--- src/design/lpmrb_pkg.sv ---
// Package of constants for the low-power DRAM mode register bank
package lpmrb_pkg;
  // Mode register addresses
  localparam logic [7:0] ADDR_DRIVE_STRENGTH_CFG = 8'h03;
  localparam logic [7:0] ADDR_TEMPERATURE_REFRESH_REPORT = 8'h04;
  localparam logic [7:0] ADDR_MAKER_IDENT = 8'h05;
  localparam logic [7:0] ADDR_REVISION_IDENT_ONE = 8'h06;
  localparam logic [7:0] ADDR_REVISION_IDENT_TWO = 8'h07;
  localparam logic [7:0] ADDR_DEVICE_CONFIG_WORD = 8'h08;
  localparam logic [7:0] ADDR_VENDOR_TEST_REG = 8'h09;
  localparam logic [7:0] ADDR_IMPEDANCE_CAL_COMMAND = 8'h0A;
  // Drive strength field
  localparam int DRIVE_FIELD_LSB = 0;
  localparam int DRIVE_FIELD_W = 4;
  localparam logic [3:0] DRIVE_RSVD_LOW = 4'h0;
  localparam logic [3:0] DRIVE_RSVD_MID = 4'h5;
  localparam logic [3:0] DRIVE_MAX_CODE = 4'h7;
  localparam logic [3:0] DRIVE_RESET = 4'h2;
  // Temperature report fields
  localparam int TEMP_UPDATE_FLAG_BIT = 7;
  localparam int HOT_BIT = 2;
  localparam logic [2:0] RATE_LOW_LIMIT = 3'h0;
  localparam logic [2:0] RATE_X4 = 3'h1;
  localparam logic [2:0] RATE_X2 = 3'h2;
  localparam logic [2:0] RATE_X1 = 3'h3;
  localparam logic [2:0] RATE_RSVD = 3'h4;
  localparam logic [2:0] RATE_QUARTER = 3'h5;
  localparam logic [2:0] RATE_QUARTER_DERATE = 3'h6;
  localparam logic [2:0] RATE_HIGH_LIMIT = 3'h7;
  localparam logic [2:0] RATE_RESET = 3'h3;
  // Identification values, arbitrary neutral values
  localparam logic [7:0] MAKER_IDENT_VALUE = 8'h5A;
  localparam logic [7:0] REVISION_ONE_VALUE = 8'h01;
  localparam logic [7:0] REVISION_TWO_VALUE = 8'h01;
  // Configuration word fields
  localparam logic [1:0] TYPE_FOUR_PREFETCH = 2'h0;
  localparam logic [3:0] DENSITY_2GB = 4'h5;
  localparam logic [1:0] WIDTH_X16 = 2'h1;
  // Calibration command codes
  localparam logic [7:0] CAL_AFTER_INIT = 8'hFF;
  localparam logic [7:0] CAL_LONG = 8'hAB;
  localparam logic [7:0] CAL_SHORT = 8'h56;
  localparam logic [7:0] CAL_DEFAULT_RESET = 8'hC3;
  // Calibration busy times in cycles at 20 MHz
  localparam int CLK_MHZ = 20;
  localparam int CAL_LONG_NS = 1000;
  localparam int CAL_SHORT_NS = 100;
  localparam int CAL_RESET_NS = 50;
  localparam logic [7:0] CAL_LONG_CYC = 8'((CAL_LONG_NS * CLK_MHZ + 999) / 1000);
  localparam logic [7:0] CAL_SHORT_CYC = 8'((CAL_SHORT_NS * CLK_MHZ + 999) / 1000);
  localparam logic [7:0] CAL_RESET_CYC = 8'((CAL_RESET_NS * CLK_MHZ + 999) / 1000);
  // Calibration engine states
  typedef enum logic [1:0] {
    LPMRB_CAL_IDLE = 2'b00,
    LPMRB_CAL_RUN = 2'b01,
    LPMRB_CAL_DONE = 2'b11
  } lpmrb_cal_state_type;
  typedef enum logic [1:0] {
    LPMRB_KIND_NONE = 2'b00,
    LPMRB_KIND_LONG = 2'b01,
    LPMRB_KIND_SHORT = 2'b10,
    LPMRB_KIND_RESET = 2'b11
  } lpmrb_cal_kind_type;
endpackage

--- src/design/lpmrb_cal_if.sv ---
// Interface carrying calibration requests to the calibration engine
`timescale 1ns/10ps
interface lpmrb_cal_if;
  logic start;
  lpmrb_pkg::lpmrb_cal_kind_type kind;
  logic busy;
  logic done;
  logic default_cal;
  modport bank(output start, output kind, input busy, input done, input default_cal);
  modport engine(input start, input kind, output busy, output done, output default_cal);
endinterface

--- src/design/lpmrb_cal_engine.sv ---
// Impedance calibration engine: timed calibration runs and default setting
`timescale 1ns/10ps
module lpmrb_cal_engine (
  // Clock and reset
  input wire logic clk_i,
  input wire logic sys_rst_i,
  // Requests
  lpmrb_cal_if.engine cal
);
  lpmrb_pkg::lpmrb_cal_state_type state_reg;
  logic [7:0] count_reg;
  logic default_reg;

  always_ff @(posedge clk_i) begin
    if (sys_rst_i) begin
      state_reg <= lpmrb_pkg::LPMRB_CAL_IDLE;
      count_reg <= 8'h00;
    end else begin
      case (state_reg)
        lpmrb_pkg::LPMRB_CAL_IDLE: begin
          if (cal.start) begin
            state_reg <= lpmrb_pkg::LPMRB_CAL_RUN;
            case (cal.kind)
              lpmrb_pkg::LPMRB_KIND_LONG: count_reg <= lpmrb_pkg::CAL_LONG_CYC;
              lpmrb_pkg::LPMRB_KIND_SHORT: count_reg <= lpmrb_pkg::CAL_SHORT_CYC;
              default: count_reg <= lpmrb_pkg::CAL_RESET_CYC;
            endcase
          end
        end
        lpmrb_pkg::LPMRB_CAL_RUN: begin
          if (count_reg <= 8'h01) begin
            state_reg <= lpmrb_pkg::LPMRB_CAL_DONE;
          end
          count_reg <= count_reg - 8'h01;
        end
        lpmrb_pkg::LPMRB_CAL_DONE: state_reg <= lpmrb_pkg::LPMRB_CAL_IDLE;
        default: state_reg <= lpmrb_pkg::LPMRB_CAL_IDLE;
      endcase
    end
  end

  // Default setting is in force after power-up and after a reset command
  always_ff @(posedge clk_i) begin
    if (sys_rst_i) begin
      default_reg <= 1'b1;
    end else if (cal.start) begin
      default_reg <= (cal.kind == lpmrb_pkg::LPMRB_KIND_RESET);
    end
  end

  assign cal.busy = (state_reg == lpmrb_pkg::LPMRB_CAL_RUN);
  assign cal.done = (state_reg == lpmrb_pkg::LPMRB_CAL_DONE);
  assign cal.default_cal = default_reg;
endmodule

--- src/design/lpmrb_mode_register_bank.sv ---
// Mode register bank for addresses 03h to 0Ah of a low-power DRAM
`timescale 1ns/10ps
module lpmrb_mode_register_bank (
  // Clock and reset
  input wire logic clk_i,
  input wire logic sys_rst_i,
  // Mode register command port
  input wire logic mrw_i,
  input wire logic mrr_i,
  input wire logic [7:0] mode_addr_i,
  input wire logic [7:0] operand_bits_i,
  output logic [7:0] read_data_o,
  output logic read_valid_o,
  // Temperature sensor input, refresh-rate code from the sensor
  input wire logic [2:0] sensor_rate_i,
  // Calibration pin strap: high when tied to the core supply
  input wire logic calibration_pin_on_supply_i,
  // Block outputs
  output logic [3:0] drive_strength_field_o,
  output logic calibration_busy_o,
  output logic calibration_default_o,
  output logic derate_request_o
);

  //////////////////////////////////////////////////////////////////////////////
  // Input synchronisers
  logic [2:0] rate_meta_reg;
  logic [2:0] rate_sync_reg;
  logic strap_meta_reg;
  logic strap_sync_reg;
  logic strap_reg;

  always_ff @(posedge clk_i) begin
    if (sys_rst_i) begin
      rate_meta_reg <= lpmrb_pkg::RATE_RESET;
      rate_sync_reg <= lpmrb_pkg::RATE_RESET;
      strap_meta_reg <= 1'b0;
      strap_sync_reg <= 1'b0;
    end else begin
      rate_meta_reg <= sensor_rate_i;
      rate_sync_reg <= rate_meta_reg;
      strap_meta_reg <= calibration_pin_on_supply_i;
      strap_sync_reg <= strap_meta_reg;
    end
  end

  // Strap is sampled continuously; its connection must not change after power-up
  always_ff @(posedge clk_i) begin
    if (sys_rst_i) begin
      strap_reg <= 1'b0;
    end else begin
      strap_reg <= strap_sync_reg;
    end
  end

  //////////////////////////////////////////////////////////////////////////////
  // Drive strength register
  logic [3:0] drive_reg;
  logic drive_code_ok;

  assign drive_code_ok = (operand_bits_i[3:0] != lpmrb_pkg::DRIVE_RSVD_LOW) &&
                         (operand_bits_i[3:0] != lpmrb_pkg::DRIVE_RSVD_MID) &&
                         (operand_bits_i[3:0] <= lpmrb_pkg::DRIVE_MAX_CODE);

  always_ff @(posedge clk_i) begin
    if (sys_rst_i) begin
      drive_reg <= lpmrb_pkg::DRIVE_RESET;
    end else if (mrw_i && mode_addr_i == lpmrb_pkg::ADDR_DRIVE_STRENGTH_CFG && drive_code_ok) begin
      drive_reg <= operand_bits_i[lpmrb_pkg::DRIVE_FIELD_LSB +: lpmrb_pkg::DRIVE_FIELD_W];
    end
  end

  assign drive_strength_field_o = drive_reg;

  //////////////////////////////////////////////////////////////////////////////
  // Temperature and refresh-rate report
  logic [2:0] rate_reg;
  logic [2:0] rate_next;
  logic temp_update_flag_reg;
  logic report_read;

  // Sensor code 100b is reserved, hold the previous code instead
  always_comb begin
    if (rate_sync_reg == lpmrb_pkg::RATE_RSVD) begin
      rate_next = rate_reg;
    end else begin
      rate_next = rate_sync_reg;
    end
  end

  always_ff @(posedge clk_i) begin
    if (sys_rst_i) begin
      rate_reg <= lpmrb_pkg::RATE_RESET;
    end else begin
      rate_reg <= rate_next;
    end
  end

  assign report_read = mrr_i && (mode_addr_i == lpmrb_pkg::ADDR_TEMPERATURE_REFRESH_REPORT);

  // A change in the same cycle as a read wins, so it is never lost
  always_ff @(posedge clk_i) begin
    if (sys_rst_i) begin
      temp_update_flag_reg <= 1'b0;
    end else if (rate_next != rate_reg) begin
      temp_update_flag_reg <= 1'b1;
    end else if (report_read) begin
      temp_update_flag_reg <= 1'b0;
    end
  end

  assign derate_request_o = (rate_reg == lpmrb_pkg::RATE_QUARTER_DERATE);

  //////////////////////////////////////////////////////////////////////////////
  // Calibration command decode
  lpmrb_cal_if cal_bus ();
  logic cal_write;
  logic cal_start;
  lpmrb_pkg::lpmrb_cal_kind_type cal_kind;

  assign cal_write = mrw_i && (mode_addr_i == lpmrb_pkg::ADDR_IMPEDANCE_CAL_COMMAND);

  always_comb begin
    case (operand_bits_i)
      lpmrb_pkg::CAL_LONG: cal_kind = lpmrb_pkg::LPMRB_KIND_LONG;
      lpmrb_pkg::CAL_AFTER_INIT: cal_kind = lpmrb_pkg::LPMRB_KIND_LONG;
      lpmrb_pkg::CAL_SHORT: cal_kind = lpmrb_pkg::LPMRB_KIND_SHORT;
      lpmrb_pkg::CAL_DEFAULT_RESET: cal_kind = lpmrb_pkg::LPMRB_KIND_RESET;
      default: cal_kind = lpmrb_pkg::LPMRB_KIND_NONE;
    endcase
  end

  // Supply strap blocks all calibration commands; a running or finishing calibration refuses new
  // ones, so a command is never half applied while the engine leaves its done state
  assign cal_start = cal_write && !strap_reg && !cal_bus.busy && !cal_bus.done &&
                     (cal_kind != lpmrb_pkg::LPMRB_KIND_NONE);

  assign cal_bus.start = cal_start;
  assign cal_bus.kind = cal_kind;

  lpmrb_cal_engine u_cal_engine (
    .clk_i(clk_i),
    .sys_rst_i(sys_rst_i),
    .cal(cal_bus.engine)
  );

  assign calibration_busy_o = cal_bus.busy;
  assign calibration_default_o = cal_bus.default_cal || strap_reg;

  //////////////////////////////////////////////////////////////////////////////
  // Read path
  logic [7:0] read_data_next;
  logic [7:0] read_data_reg;
  logic read_valid_reg;

  always_comb begin
    read_data_next = 8'h00;
    case (mode_addr_i)
      lpmrb_pkg::ADDR_TEMPERATURE_REFRESH_REPORT: begin
        read_data_next[lpmrb_pkg::TEMP_UPDATE_FLAG_BIT] = temp_update_flag_reg;
        read_data_next[2:0] = rate_reg;
      end
      lpmrb_pkg::ADDR_MAKER_IDENT: read_data_next = lpmrb_pkg::MAKER_IDENT_VALUE;
      lpmrb_pkg::ADDR_REVISION_IDENT_ONE: read_data_next = lpmrb_pkg::REVISION_ONE_VALUE;
      lpmrb_pkg::ADDR_REVISION_IDENT_TWO: read_data_next = lpmrb_pkg::REVISION_TWO_VALUE;
      lpmrb_pkg::ADDR_DEVICE_CONFIG_WORD: begin
        read_data_next = {lpmrb_pkg::WIDTH_X16, lpmrb_pkg::DENSITY_2GB,
                          lpmrb_pkg::TYPE_FOUR_PREFETCH};
      end
      lpmrb_pkg::ADDR_VENDOR_TEST_REG: read_data_next = 8'h00;
      default: read_data_next = 8'h00;
    endcase
  end

  always_ff @(posedge clk_i) begin
    if (sys_rst_i) begin
      read_data_reg <= 8'h00;
      read_valid_reg <= 1'b0;
    end else begin
      read_valid_reg <= mrr_i;
      if (mrr_i) begin
        read_data_reg <= read_data_next;
      end
    end
  end

  assign read_data_o = read_data_reg;
  assign read_valid_o = read_valid_reg;

endmodule

--- config.mk ---
export PLATFORM = sky130hd
export DESIGN_NAME = lpmrb_mode_register_bank
export DESIGN_NICKNAME = d
export VERILOG_FILES = /design/src/design/lpmrb_pkg.sv /design/src/design/lpmrb_cal_if.sv /design/src/design/lpmrb_cal_engine.sv /design/src/design/lpmrb_mode_register_bank.sv
export SDC_FILE = /design/constraint.sdc
export NUM_CORES = 1
export LEC_CHECK = 0
export BUFFER_PORTS_ARGS = -buffer_cell sky130_fd_sc_hd__buf_4
export CAP_MARGIN = 15
export CORE_MARGIN = 4
export CORE_UTILIZATION = 40
export DETAILED_ROUTE_END_ITERATION = 16
export PLACE_DENSITY_LB_ADDON = 0.1
export SYNTH_ARGS = -nofsm -noshare
export SYNTH_HDL_FRONTEND = slang
export SYNTH_SLANG_ARGS = --single-unit
--- constraint.sdc ---
create_clock -name clk_i -period 3.4 [get_ports clk_i]
set_clock_uncertainty 0.1 [all_clocks]
set_input_delay 0.68 -clock clk_i [delete_from_list [all_inputs] [get_ports clk_i]]
set_output_delay 0.68 -clock clk_i [all_outputs]
set_load 0.03 [all_outputs]
==> impl_results.md <==
- Status: complete, no violations
- Die area: 5510 µm²
- Crit Path Max Fanout: 8
- Post-synthesis mux area share: 0.0342
- Most used DFF post-synth: dfxtp_1
- CTS resizes: 0
- Starting Density: 0.427
- Synth area leaders: dfxtp_1 (40%), nor2b_1 (5.0%), ha_1 (4.3%)
- RSZ-0062 raised after global routing: false
- WL/cell: 13.9 µm
- Synth Cell Area: roughly 1800 µm²
- Cell with the most instances after synthesis: dfxtp_1
- Clk_lat worst skew: between 0.2 and 0.3 ns
- CP required: about 3.5 ns
- Final core occ: 0.522
- Area growth syn-to-layout: 22.4%
- Yosys warns: 0
- First-pass GRT wire length: 6530 µm
- Crit path launch type: input pin
- Post-route cell area: 2150 µm²
- Ports: 40
- Worst hold start: rate_meta_reg[0]
- VDD IR max: between 0.2 and 0.25 mV
- Syn avg cell area: 8.82 µm²
- Tot Pwr: roughly 870 µW
- Main combinational cell family by area after synthesis: simple AND/OR/NAND/NOR gates
- Final Hold Fails: 0
- CP Capture Type: flip-flop
- Register bit total from synthesis: 35
- Simple-gate share of the synthesized area: 0.285
- Finished Layout Cells: 281
- Sink Count: 35
- Global route overflow: 0
- Vias after detailed routing: 1486
- Min-delay worst type: flip-flop to flip-flop
- F_max: 339 MHz
- # nets final: 260
- Setup Buffers After CTS: 0
- DRC: 0
- Commonest cells post-synth: dfxtp_1 (35), nor2_1 (17), nor2b_1 (14)
- Pleak: 0.000889 µW
- Largest register FFs: 8
- DIE WIDTH: 74.2 µm
- Largest net degree at the start of global routing: 37
- Slew Limit Fails: 0
- Arr. time, crit path: slightly above 3 ns
- Clk root buf: clkbuf_8
- Vias per inst: 5.29
- Final TNS setup: 0 ns
- Async SR Flop Fraction: 0
- Netlist cell types: 49
- Dpl cells: 273
- Vias in the first global route: 1429
- Number of inserted diodes: 0
- TritonCTS clock tree: done
- IO buf count: 38
- Worst Setup SP: operand_bits_i[2]
- Max_cap viols: 0
- Post-synthesis net count: 229
- Final Cycle Share: 0.868
- Antenna violations before repair: 0
- Cell Pwr Density: 405 nW/µm²
- H-tree Lvls: 2
- Synthesized instance count: 199
- CTS Buffer Depth: 2
- Period minus WS final: 2.95 ns
- Final setup viols: 0
- Row count: 23
- Total Wirelength: a little under 4000 µm
- Clock-pin slew on the worst setup and hold paths: 0.08 ns
- Placed inst area: 2040 µm²
- DRT Pass-1 Iters: 4
- Critical path class: input pin to flip-flop
- Synth Area in XOR/XNOR: 0.0150
- Global Route Usage Sum: 0.154
- Initial DRC count: 51
- Synth top area share: 0.399
- Placer Congestion: 0.770
- Fraction of layout cells with a size suffix above 1: 0.247
- Post-synth EDFFs: 0
- Compound-cell area share of the yosys netlist: 0.158
- Die height: 74.2 µm
- Adder-cell share of the synthesized area: 0.0428
- Cts hold-fix bufs: 0
- Synth area leader: dfxtp_1
- Final antenna-violating net count: 0
- Fillers: 404
- DP HPWL: 2810 µm
- R2R Path Start: u_cal_engine.state_reg[0]
- Clock buffer count from CTS: 5
- Core area: 4120 µm²
- Seq/Total Area, Yosys: 0.399
final timing paths:
kind / to / slack [ns] / cells past startpoint
worst max-delay path: u_cal_engine.count_reg[1] / 0.45 / 12
worst min-delay path: rate_sync_reg[0] / 0.32 / 1
worst max register to register: u_cal_engine.count_reg[1] / 1.61 / 5
worst min register to register: rate_sync_reg[0] / 0.32 / 1
per-stage QoR:
step / hold WS (ns) / setup WS [ns]
finish: 0.319 / 0.449
global route: 0.343 / 0.304
CTS: 0.324 / 0.478
detailed placement: 0.303 / 0.166
global placement: 0.303 / 0.310
floorplan: 0.289 / 0.576
layer usage:
layer | routed length (µm) | up-vias | GRT usage
met5 | 0 | - | 0
met4 | 58 | 0 | 0.0534
met3 | 225 | 6 | 0.0527
met1 | 1830 | 693 | 0.188
met2 | 1790 | 34 | 0.253
li1 | - | 753 | -
report_power, final:
part           total (µW)  internal (µW)  switching [µW]
registers             424            417            6.27
logic                64.3           33.4            30.9
clock network         383            218             164
total                 871            669             201
cells in the final DEF (no fill, tap or decap), types with 2 or more instances in the layout:
master / instances
a211o_1: 4
a21oi_1: 10
a31oi_1: 2
and3_1: 3
buf_4: 38
clkbuf_8: 5
dfxtp_1: 35
ha_1: 6
inv_1: 12
mux2i_1: 6
nand2_1: 5
nand2b_1: 7
nand3_1: 4
nor2_1: 17
nor2b_1: 14
nor3_1: 8
nor3b_1: 6
nor4_1: 4
o211ai_1: 3
o21ai_0: 3
o32ai_1: 3
or2_2: 5
or4_1: 2
xnor2_1: 2
layout make-up:
cell class	count	area, µm²	share of cell area
Tap cell	50	62.6	0.0291
Clock buffer	5	68.8	0.0320
Inverter	12	45.0	0.0210
Multi-Input combinational cell	138	942	0.439
Sequential cell	35	701	0.326
Clock inverter	3	43.8	0.0204
Timing Repair Buffer	38	285	0.133
worst max-delay path: stages:
cell and delay, ns:
buf_4 0.13, or3_1 0.37, nand2_1 0.08, a32o_1 0.16, and4_1 0.26, inv_1 0.08, ha_1 0.19, nor3_1 0.13
and4bb_1 0.43, o21ba_2 0.26, mux2i_1 0.20, nor2_1 0.06
logic make-up after synthesis:
family / count (synthesis)
AND/OR/NAND/NOR: 84
AO/OA/AOI/OAI: 38
flip-flops: 35
buffers and inverters: 26
adder cells (fa/ha/maj): 6
multiplexers: 6
XOR/XNOR: 3
other: 1
(Power assumes the default switching activity.)
